==> config.mk <==
export PLATFORM = sky130hd
export DESIGN_NAME = csf_charger_status
export DESIGN_NICKNAME = d
export VERILOG_FILES = /design/src/csf_pkg.sv /design/src/csf_charger_status.sv
export SDC_FILE = /design/constraint.sdc
export NUM_CORES = 1
export LEC_CHECK = 0
export BUFFER_PORTS_ARGS = -buffer_cell sky130_fd_sc_hd__buf_2
export CAP_MARGIN = 20
export CORE_ASPECT_RATIO = 0.6
export CORE_UTILIZATION = 45
export CTS_CLUSTER_DIAMETER = 150
export DETAILED_ROUTE_END_ITERATION = 12
export HOLD_SLACK_MARGIN = 0.08
export MAX_ROUTING_LAYER = met4
export PLACE_DENSITY = 0.61
export SYNTH_ARGS = -nofsm -noshare
export SYNTH_HDL_FRONTEND = slang
export SYNTH_SLANG_ARGS = --single-unit
==> constraint.sdc <==
create_clock -name clk -period 5.1 [get_ports clk]
set_clock_uncertainty 0.05 [all_clocks]
set_input_delay 0.51 -clock clk [delete_from_list [all_inputs] [get_ports clk]]
set_output_delay 0.51 -clock clk [all_outputs]
set_load 0.01 [all_outputs]
==> src/csf_pkg.sv <==
package csf_pkg;

  // register commands
  localparam logic [7:0]  CMD_CONTROL      = 8'h12;
  localparam logic [7:0]  CMD_STATUS       = 8'h13;
  localparam logic [7:0]  CMD_CHARGE_VOLT  = 8'h15;
  localparam logic [15:0] CONTROL_RESET    = 16'h0000;
  localparam logic [15:0] CHARGE_VOLT_RESET = 16'h0000;

  // control fields
  localparam int CTRL_INHIBIT_BIT  = 0;
  localparam int CTRL_LEARN_BIT    = 4;
  localparam int CTRL_DEPL_LSB     = 9;
  localparam int CTRL_DEPL_MSB     = 11;

  // status bit positions
  localparam int ST_DEPLETED_BIT   = 11;
  localparam int ST_VOR_BIT        = 12;
  localparam int ST_ADP_LOW_BIT    = 13;
  localparam int ST_BATT_BIT       = 14;
  localparam int ST_ADP_BIT        = 15;

  // voltage figures in millivolts
  localparam logic [15:0] V_WAKE_MV   = 16'h2328;  // 9000
  localparam logic [15:0] V_3C_MIN_MV = 16'h2EE0;  // 12000
  localparam logic [15:0] V_3C_MAX_MV = 16'h3840;  // 14400
  localparam logic [15:0] V_4C_MIN_MV = 16'h3E80;  // 16000
  localparam logic [15:0] V_4C_MAX_MV = 16'h4B00;  // 19200
  localparam int          DAC_STEP_BITS = 4;       // 16 mV steps
  localparam logic [2:0]  CELLS_3 = 3'h3;
  localparam logic [2:0]  CELLS_4 = 3'h4;

  // per-cell depleted threshold: base plus step times select
  localparam logic [15:0] DEPL_BASE_MV = 16'h0A8C;  // 2700
  localparam logic [15:0] DEPL_STEP_MV = 16'h0064;  // 100

  // timing
  localparam int CLK_HZ          = 100_000_000;
  localparam int DEGLITCH_US     = 8000;
  localparam int ALERT_DELAY_US  = 8000;
  localparam int POR_RELEASE_US  = 1;
  localparam int DEGLITCH_CYC    = DEGLITCH_US * (CLK_HZ / 1_000_000);
  localparam int ALERT_DELAY_CYC = ALERT_DELAY_US * (CLK_HZ / 1_000_000);
  localparam int POR_RELEASE_CYC = POR_RELEASE_US * (CLK_HZ / 1_000_000);
  localparam int TMR_W           = 20;

  // comparator bundle from the analog front end
  typedef struct packed {
    logic input_low;      // input within 150 mV of battery
    logic bat_above_acp;  // battery pin above adapter sense pin
    logic ts_below_det;   // thermistor pin below detect threshold
    logic adapter_detect_pin_2v4;      // adapter detect above 2.4 V
    logic adapter_detect_pin_1v2;      // adapter detect above 1.2 V
    logic vcc_6v5;        // supply above 6.5 V
  } csf_cmp_type;

  // status word, upper five bits owned here
  typedef struct packed {
    logic       adapter_present;
    logic       battery_present;
    logic       adapter_below_battery;
    logic       voltage_out_of_range;
    logic       battery_depleted;
    logic [10:0] lower;
  } csf_status_type;

endpackage

==> src/csf_charger_status.sv <==
`timescale 1ns/1ns
`default_nettype none
module csf_charger_status
  import csf_pkg::*;
#(
  parameter int unsigned DEGLITCH_CYCLES = DEGLITCH_CYC,
  parameter int unsigned ALERT_CYCLES    = ALERT_DELAY_CYC
)(
  input  wire logic        clk,
  input  wire logic        resetn,
  input  wire csf_cmp_type cmp_pins,
  input  wire logic [15:0] battery_sense_mv,
  input  wire logic [7:0]  reg_cmd,
  input  wire logic        reg_wr_en,
  input  wire logic [15:0] reg_wdata,
  input  wire logic        reg_rd_en,
  output logic [15:0]      reg_rdata,
  output logic             reg_rd_valid,
  output logic             reg_cmd_ok,
  output logic             host_port_enable,
  output logic             charge_enable,
  output logic [15:0]      regulated_voltage_mv,
  output logic             battery_path_driver,
  output logic             adapter_path_driver,
  output logic             bypass_switch,
  output logic             five_volt_reference,
  output logic             alert
);

  ////////////////////////////////////////////////////////////////////////////
  // per-cell depleted threshold times cell count, cut to 16 bits
  function automatic logic [15:0] depl_threshold(input logic [2:0] sel,
                                                 input logic [2:0] cells);
    logic [31:0] per_cell;
    logic [31:0] total;
    per_cell = 32'(DEPL_BASE_MV) + 32'(DEPL_STEP_MV) * 32'(sel);
    total    = per_cell * 32'(cells);
    return total[15:0];
  endfunction

  // inclusive band test, shared by the three-cell and four-cell windows
  // so both ends of each window are treated alike
  function automatic logic in_band(input logic [15:0] v,
                                   input logic [15:0] lo,
                                   input logic [15:0] hi);
    return (v >= lo) && (v <= hi);
  endfunction

  ////////////////////////////////////////////////////////////////////////////
  // two-flop synchroniser for the comparator pins
  csf_cmp_type cmp_meta_q;
  csf_cmp_type cmp_q;

  always_ff @(posedge clk or negedge resetn)
  begin
    if (!resetn)
    begin
      cmp_meta_q <= '0;
      cmp_q      <= '0;
    end
    else
    begin
      cmp_meta_q <= cmp_pins;
      cmp_q      <= cmp_meta_q;
    end
  end

  ////////////////////////////////////////////////////////////////////////////
  // internal power-on reset, released a short while after both levels good
  // either level dropping restarts the wait, so a bouncing supply never
  // opens the host port half way; the counter stops once released
  logic                 supply_good;
  logic [TMR_W-1:0]     por_cnt_q;
  logic                 por_done_q;

  assign supply_good = cmp_q.adapter_detect_pin_1v2 && cmp_q.vcc_6v5;

  always_ff @(posedge clk or negedge resetn)
  begin
    if (!resetn)
    begin
      por_cnt_q  <= '0;
      por_done_q <= 1'b0;
    end
    else if (!supply_good)
    begin
      por_cnt_q  <= '0;
      por_done_q <= 1'b0;
    end
    else if (por_cnt_q == TMR_W'(POR_RELEASE_CYC - 1))
      por_done_q <= 1'b1;
    else
      por_cnt_q <= por_cnt_q + TMR_W'(1);
  end

  assign host_port_enable = por_done_q;

  ////////////////////////////////////////////////////////////////////////////
  // host registers; held at reset values while internal reset is active
  logic [15:0] control_q;
  logic [15:0] charge_volt_q;
  logic        wr_control;
  logic        wr_volt;
  logic        cmd_known;
  logic        sel_control;
  logic        sel_status;
  logic        sel_volt;

  // command decode shared by writes, reads, the ack hint and the alert clear
  assign sel_control = (reg_cmd == CMD_CONTROL);
  assign sel_status  = (reg_cmd == CMD_STATUS);
  assign sel_volt    = (reg_cmd == CMD_CHARGE_VOLT);

  // only whole words are seen here; byte pairing is the serial engine's job
  assign cmd_known  = sel_control || sel_status || sel_volt;
  assign wr_control = por_done_q && reg_wr_en && sel_control;
  assign wr_volt    = por_done_q && reg_wr_en && sel_volt;
  assign reg_cmd_ok = por_done_q && cmd_known;  // status write is ignored

  always_ff @(posedge clk or negedge resetn)
  begin
    if (!resetn)
    begin
      control_q     <= CONTROL_RESET;
      charge_volt_q <= CHARGE_VOLT_RESET;
    end
    else if (!por_done_q)
    begin
      control_q     <= CONTROL_RESET;
      charge_volt_q <= CHARGE_VOLT_RESET;
    end
    else
    begin
      if (wr_control)
        control_q <= reg_wdata;
      if (wr_volt)
        charge_volt_q <= reg_wdata;
    end
  end

  ////////////////////////////////////////////////////////////////////////////
  // charge-voltage range check, clamp and step rounding
  // all decisions come from the stored setting, so a write takes effect on
  // the next cycle; the regulation target itself is registered once more
  logic        v_wake;
  logic        v_3cell;
  logic        v_4cell;
  logic        v_above;
  logic        v_disable;
  logic        v_out_of_range;
  logic [15:0] v_clamped;
  logic [15:0] v_rounded;
  logic [2:0]  cell_count;

  assign v_wake    = (charge_volt_q == V_WAKE_MV);
  assign v_3cell   = in_band(charge_volt_q, V_3C_MIN_MV, V_3C_MAX_MV);
  assign v_4cell   = in_band(charge_volt_q, V_4C_MIN_MV, V_4C_MAX_MV);
  assign v_above   = (charge_volt_q > V_4C_MAX_MV);
  // below 12 V except wake, or in the 14.4-16 V gap
  assign v_disable = !v_wake && !v_3cell && !v_4cell && !v_above;
  assign v_out_of_range = !(v_wake || v_3cell || v_4cell);
  assign v_clamped = v_above ? V_4C_MAX_MV : charge_volt_q;
  // wake value kept exact, the rest truncated so the pack is never overcharged
  assign v_rounded = v_wake ? V_WAKE_MV
                   : {v_clamped[15:DAC_STEP_BITS], {DAC_STEP_BITS{1'b0}}};
  assign cell_count = (v_4cell || v_above) ? CELLS_4 : CELLS_3;

  ////////////////////////////////////////////////////////////////////////////
  // live status word built from synchronized comparators and range check
  // nothing here is latched: a read shows the levels of the same cycle as
  // the read strobe, and the lower eleven bits belong to other logic
  csf_status_type status_now;
  logic [15:0]    depl_mv;
  logic           batt_depleted;

  assign depl_mv       = depl_threshold(control_q[CTRL_DEPL_MSB:CTRL_DEPL_LSB],
                                        cell_count);
  assign batt_depleted = (battery_sense_mv < depl_mv);

  always_comb
  begin
    status_now                       = '0;
    status_now.battery_depleted      = batt_depleted;
    status_now.voltage_out_of_range  = v_out_of_range;
    status_now.adapter_below_battery = cmp_q.bat_above_acp;
    status_now.battery_present       = cmp_q.ts_below_det;
    status_now.adapter_present       = cmp_q.adapter_detect_pin_2v4;
  end

  ////////////////////////////////////////////////////////////////////////////
  // charge control and power path; charge_enable is combinational, path drivers registered, so a lost pack
  // stops charging in the same cycle the synchronizer shows it
  logic learn_mode;
  logic adp_present;
  logic adp_path;

  assign learn_mode  = control_q[CTRL_LEARN_BIT];
  assign adp_present = status_now.adapter_present;
  assign adp_path    = adp_present && (!learn_mode || batt_depleted);

  assign charge_enable = por_done_q
                      && adp_present
                      && status_now.battery_present
                      && !v_disable
                      && !control_q[CTRL_INHIBIT_BIT];
  assign five_volt_reference = adp_present;

  always_ff @(posedge clk or negedge resetn)
  begin
    if (!resetn)
    begin
      regulated_voltage_mv <= '0;
      battery_path_driver  <= 1'b0;
      adapter_path_driver  <= 1'b0;
    end
    else
    begin
      regulated_voltage_mv <= v_disable ? 16'h0000 : v_rounded;
      battery_path_driver  <= !batt_depleted && !adp_path;
      adapter_path_driver  <= adp_path;
    end
  end

  ////////////////////////////////////////////////////////////////////////////
  // bypass switch: off at once, on again only after a clean deglitch window
  // any single low-input sample restarts the window, which trades a slower
  // recovery for never closing the switch on a ringing input
  logic [TMR_W-1:0] byp_cnt_q;
  logic             byp_on_q;

  always_ff @(posedge clk or negedge resetn)
  begin
    if (!resetn)
    begin
      byp_cnt_q <= '0;
      byp_on_q  <= 1'b0;
    end
    else if (cmp_q.input_low)
    begin
      byp_cnt_q <= '0;
      byp_on_q  <= 1'b0;
    end
    else if (!byp_on_q)
    begin
      if (byp_cnt_q == TMR_W'(DEGLITCH_CYCLES - 1))
        byp_on_q <= 1'b1;
      else
        byp_cnt_q <= byp_cnt_q + TMR_W'(1);
    end
  end

  assign bypass_switch = byp_on_q;

  ////////////////////////////////////////////////////////////////////////////
  // alert: a toggle arms a fixed delay; one delay covers a burst of toggles
  // limitation: a toggle that lands while armed is not timed on its own,
  // it only rides on the pending alert
  logic [15:0]      status_prev_q;
  logic             toggled;
  logic             alert_armed_q;
  logic [TMR_W-1:0] alert_cnt_q;
  logic             alert_q;
  logic             alert_fire;
  logic             status_read;

  assign toggled     = (status_now != status_prev_q);
  assign alert_fire  = alert_armed_q && (alert_cnt_q == TMR_W'(ALERT_CYCLES - 1));
  assign status_read = por_done_q && reg_rd_en && sel_status;

  always_ff @(posedge clk or negedge resetn)
  begin
    if (!resetn)
    begin
      status_prev_q <= '0;
      alert_armed_q <= 1'b0;
      alert_cnt_q   <= '0;
    end
    else
    begin
      status_prev_q <= status_now;
      if (alert_fire)
      begin
        alert_armed_q <= 1'b0;
        alert_cnt_q   <= '0;
      end
      else if (alert_armed_q)
        alert_cnt_q <= alert_cnt_q + TMR_W'(1);
      else if (toggled)
        alert_armed_q <= 1'b1;
    end
  end

  // set wins over the clearing status read
  always_ff @(posedge clk or negedge resetn)
  begin
    if (!resetn)
      alert_q <= 1'b0;
    else if (alert_fire)
      alert_q <= 1'b1;
    else if (status_read)
      alert_q <= 1'b0;
  end

  assign alert = alert_q;

  ////////////////////////////////////////////////////////////////////////////
  // read data, registered; unknown commands read as zero
  // the data holds between reads so a slow serial engine can shift it out
  // without a second strobe; reads before power-on give no valid pulse
  logic [15:0] rd_mux;

  assign rd_mux = sel_control ? control_q
                : sel_status  ? 16'(status_now)
                : sel_volt    ? charge_volt_q
                : 16'h0000;

  always_ff @(posedge clk or negedge resetn)
  begin
    if (!resetn)
    begin
      reg_rdata    <= '0;
      reg_rd_valid <= 1'b0;
    end
    else
    begin
      reg_rd_valid <= por_done_q && reg_rd_en;
      if (por_done_q && reg_rd_en)
        reg_rdata <= rd_mux;
    end
  end

endmodule
`default_nettype wire

# Word level (Yosys, flattened, before mapping)
# Cells that the tools add are included.
[totals]
regBits = 148
output_inout_bits = 41
word_cells = 119
[op_classes]
addsub = 4
mul = 2
n_lt_le_gt_ge = 6
eq_ne = 14
mux = 28
n_reduce_logical = 38
[ops]
columns = ["cell", "n"]
rows = [
  ["2-to-1 mux 16 bit", 10],
  ["2-to-1 mux 20 bit", 7],
  ["adder 20 x 1 -> 20 bit, second input constant", 3],
  ["equality test 20 bit, second input constant", 2],
  ["greater-or-equal comparator 16 x 14 -> 1 bit, second input constant", 2],
  ["equality test 8 x 5 -> 1 bit, second input constant", 3],
  ["equality test 20 x 7 -> 1 bit, second input constant", 1],
  ["logical AND 1 bit", 19],
  ["equality test 16 x 14 -> 1 bit, second input constant", 1],
  ["> comparator 16 x 15 -> 1 bit, second input constant", 1],
  ["<= comparator 16 x 14 -> 1 bit, second input constant", 1],
  ["<= comparator 16 x 15 -> 1 bit, second input constant", 1],
  ["< comparator 16 bit", 1],
  ["multiplier 13 x 3 -> 16 bit", 1],
  ["adder 12 x 10 -> 13 bit, first input constant", 1],
  ["logical NOT 1 bit", 10],
  ["2-to-1 mux 1 bit", 10],
  ["multiplier 5 x 3 -> 8 bit, first input constant", 1],
  ["logical OR 1 bit", 6],
  ["!= test 2 x 1 -> 1 bit, second input constant", 3],
  ["!= test 2 bit, second input constant", 3],
  ["!= test 5 bit", 1],
  ["nonzero test 2 bit", 2],
  ["2-to-1 mux 3 bit", 1],
  ["AND reduction 2 bit", 1],
]

# Longest topological paths before layout
[depth]
depth_word = 10
ltp_mapped = 23

# Worst setup path before layout
# No wires, ideal clock.
[synth_path]
path_type = "register to register"
start = "reg charge_volt_q[8]"
end = "reg alert_armed_q"
setup_ns = 0.137
t_arrival_ns = 4.475
slack_ns = 0.439
path_stages_with_launch = 21
path_buffers = 2
synth_period_minus_slack_ns = 4.661
path_cell_list = "dfrtp_1 -> clkbuf_1 -> o211ai_1 -> o21ai_1 -> buf_2 -> a21oi_1 -> ha_1 -> ha_1 -> fa_1 -> a21o_1 -> a21oi_1 -> nor2_1 -> o21a_1 -> o41a_1 -> a22oi_1 -> ha_1 -> and4b_1 -> o211a_1 -> a211oi_2 -> xnor2_1 -> a31oi_1"
[synth_between]
elab_chain_cells = 10
[synth_lines]
columns = ["element", "line_no", "text"]
rows = [
  ["start, declared", "csf_charger_status.sv:101", "logic [15:0] charge_volt_q;"],
  ["start signal, assigned", "csf_charger_status.sv:137", "charge_volt_q <= reg_wdata;"],
  ["greater-or-equal comparator 16 x 14 -> 1 bit or <= comparator 16 x 15 -> 1 bit (tied branches)", "csf_charger_status.sv:46", "return (v >= lo) && (v <= hi);"],
  ["logical AND 1 bit", "csf_charger_status.sv:46", ""],
  ["logical OR 1 bit (*)", "csf_charger_status.sv:166", "assign cell_count = (v_4cell || v_above) ? CELLS_4 : CELLS_3;"],
  ["2-to-1 mux 3 bit (*)", "csf_charger_status.sv:166", ""],
  ["multiplier 13 x 3 -> 16 bit (*)", "csf_charger_status.sv:37", "total = per_cell * 32'(cells);"],
  ["< comparator 16 bit (*)", "csf_charger_status.sv:178", "assign batt_depleted = (battery_sense_mv < depl_mv);"],
  ["via batt_depleted", "csf_charger_status.sv:174", "logic batt_depleted;"],
  ["!= test 5 bit (*)", "csf_charger_status.sv:266", "assign toggled = (status_now != status_prev_q);"],
  ["2-to-1 mux 1 bit (*)", "csf_charger_status.sv:288", "else if (toggled)"],
  ["2-to-1 mux 1 bit (*)", "csf_charger_status.sv:286", "else if (alert_armed_q)"],
  ["2-to-1 mux 1 bit (*)", "csf_charger_status.sv:281", "if (alert_fire)"],
  ["end signal, assigned", "csf_charger_status.sv:275", "alert_armed_q <= 1'b0;"],
  ["end signal, assigned", "csf_charger_status.sv:283", "alert_armed_q <= 1'b0;"],
  ["end signal, assigned", "csf_charger_status.sv:289", "alert_armed_q <= 1'b1;"],
  ["end, declared", "csf_charger_status.sv:260", "logic alert_armed_q;"],
]
# The timed path passes the listed nets; every way through them passes the cells marked *.
# A chain may end at the register's enable or synchronous reset.

# Final worst setup path
[layout_path]
start = "reg charge_volt_q[12]"
end = "reg alert_armed_q"
# Same word-level chain as after synthesis.

==> out/results.ini <==
[power_and_ir_drop]
clockPowerShare_pct = 51.0
p_sw_share_pct = 21.4
switchingPower_mw = 0.549
irDropWorstVdd_uv = 217
cellInternalPower_mw = 2.01
pwr-share-comb_pct = 3.3
p_per_area_nw_per_um2 = 283
p_seq_share_pct = 45.7
leakage_nw = 4.13

[grt]
grtUsageMet2_pct = 31.0
grt_start_max_net_pins = 109
grt_pass1_vias = 5493
grt_use_total_pct = 21.3
met3_usage_pct = 3.76
grt-ovfl-total = 0
antenna_found_initial = 0
grtUsageMet1_pct = 31.0
grt-busiest-layer = met1
grt_pass1_wl_um = 28200

[yosys]
synth_top_area_share_pct = 47.3
synth.yosys.warnings = 0
synth_seq_cells = 145
syn_area_um2 = 7660
async_flop_share_pct = 100
synth-edff-count = 0
netlist_instances = 792
synth_top_flop_cell = dfrtp_1
synth_cell_type_count = 70
synth.yosys.seq_area_share_pct = 47.3
ys_top_cells_by_area = dfrtp_1 (47%), ha_1 (7.0%), nand2_1 (4.8%)
synth_top_cell_by_area = dfrtp_1
synthesis.area_per_instance_um2 = 9.68

[place]
place_area_um2 = 8340
place.gp.congestion = 0.875
dp_hpwl_um = 12200
dp.cells = 1085
place_ws_ns = 0.0899
io_buffers = 85

[setup_path]
cp.required_ns = 5.32
path_class = reg2reg
worst-path-buf-inv = 1
cp_slowest_cell = dfrtp_2
crit_path_max_fanout = 19
cp_data_arrival_time_ns = 5.05
max_stage_delay_ns = 0.44
endpoint_kind = register
start_kind = register
crit_path_frequent_cell = ha_1
crit_family = compound AO/OA/AOI/OAI gates
crit_chain = o211ai_1 -> o21ai_2 -> buf_6 -> nor2_1 -> a21oi_1 -> ha_1 -> ha_1 -> fa_1 -> a21o_1 -> a21oi_1 -> nor2_1 -> o21a_1 -> o41a_1 -> a22oi_1 -> ha_1 -> and4b_1 -> o211a_1 -> a211oi_4 -> xnor2_1 -> a31oi_1

[floorplanning]
rows = 36
pin_count = 91
dieWidth_um = 170
start_util_pct = 46.6
dieArea_um2 = 17600
core_um2 = 16400
die_y_um = 103

[timing]
fmax_mhz = 207
timing.hold.ws_ns = 0.152
fin_crit_sh_pct = 94.8
slew-limit-headroom_pct = 43.1
slew_violations = 0
worst_slack_ns = 0.265
hold_viol = 0
worst_slew_pin_slew_ns = 0.854
period_minus_slack_ns = 4.84
setup_viol = 0

[cts]
cts_max_path_buffers = 2
cts_tree = done
cts_htree_levels = 4
clock-sinks = 145
cts_made_buffers = 17
clk_pin_slew_worst_paths_ns = 0.06
worstSkewPairLatency_ns = 0.41
ctsRootBufferMaster = clkbuf_16

[route]
wl_um = 17400
drcViolationCount = 0
first_pass_iters = 5
wl_per_cell_um = 15.5
drt_iter0_markers = 337
ant_nets = 0
vias_per_cell = 5.38
vias = 6031

[min_path]
worstHoldPathType = in2reg

[run_status]
status = finished, final reports clean

[final_layout]
num_antenna_cells = 0
fin_area_um2 = 9050
n_fill_cell = 1437
syn_to_final_growth_pct = 18.1
drive_gt1_share_pct = 17.7
finalNonFillerCells = 1122
layout.nets = 975
fin_util_pct = 55.1
final_common_cell = dfrtp_1
final_cell_mix = dfrtp_1 (141), nand2_1 (99), buf_2 (84)

[job]
maxCapViolations = 0

power groups by stage:
stage,registers [mW],clock network (mW),logic (mW)
2_1_floorplan,1.19,0,0.0295
3_5_place_dp,1.19,0,0.0805
3_3_place_gp,1.19,0,0.0788
5_1_grt,1.17,1.38,0.0954
6_report,1.17,1.31,0.0833
4_1_cts,1.17,1.33,0.0811
sequential cells by signal (all words and copies together), names as in the netlist, 6 cells and up:
name	flops
por_cnt_q	20
control_q	16
regulated_voltage_mv	13
charge_volt_q	16
cmp_meta_q	6
byp_cnt_q	20
reg_rdata	16
alert_cnt_q	20
kinds of logic after synthesis:
kind of cell	count (synthesis)	share of synthesized area, %
AO/OA/AOI/OAI	154	13.9
other	1	0.0489
buffers and inverters	65	3.53
flip-flops	145	47.3
AND/OR/NAND/NOR	310	19.4
multiplexers	7	0.931
adder cells (fa/ha/maj)	44	7.28
XOR/XNOR	66	7.54
layout make-up:
type | count | area [um^2] | share of cell area [%]
flip-flops and latches | 145 | 3630 | 40.1
clock inverters | 13 | 185 | 2.05
repair buffers | 105 | 616 | 6.80
multi-input cells | 585 | 3800 | 42.0
inverters | 27 | 101 | 1.12
well taps | 228 | 285 | 3.15
clock buffers | 19 | 433 | 4.78
stage by stage:
stage	power [mW]	TNS [ns]
global route	2.65	-0.0195
finish	2.56	0
detailed placement	1.27	0
floorplan	1.22	0
global placement	1.27	0
CTS	2.58	0
metal layers:
metal | wire length, um | part of all wire, %
met5 | 0 | 0
met4 | 157 | 0.90
met3 | 875 | 5.0
met2 | 7490 | 43
met1 | 8910 | 51
Yosys cell counts, types with 12 or more instances:
| library cell | number |
|---|---|
| a21boi_0 | 15 |
| a21boi_1 | 17 |
| a21oi_1 | 24 |
| a22oi_1 | 12 |
| and3_1 | 19 |
| clkbuf_1 | 30 |
| dfrtp_1 | 145 |
| ha_1 | 43 |
| inv_1 | 25 |
| nand2_1 | 99 |
| nand3_1 | 39 |
| nor2_1 | 83 |
| o21ai_0 | 28 |
| xnor2_1 | 31 |
| xor2_1 | 35 |
path summary, 6_finish.rpt:
check                                  start       endpoint  slack, ns  cells past startpoint
setup / recovery           charge_volt_q[12]  alert_armed_q       0.26                     20
hold / removal                   cmp_pins[0]  cmp_meta_q[0]       0.15                      1
setup reg to reg           charge_volt_q[12]  alert_armed_q       0.26                     20
hold reg to reg                cmp_meta_q[0]       cmp_q[0]       0.30                      0
max in group asynchronous             resetn   por_cnt_q[2]       3.25                      4
min in group asynchronous             resetn  byp_cnt_q[19]       0.51                      2
what timing repair did:
action	CTS	global route
endpoints found under the setup margin	0	5
setup buffers	0	2
endpoints found under the hold margin	0	35
resized for setup	0	11
hold buffers	0	1
Note: power is estimated with default switching activity, not from simulation.
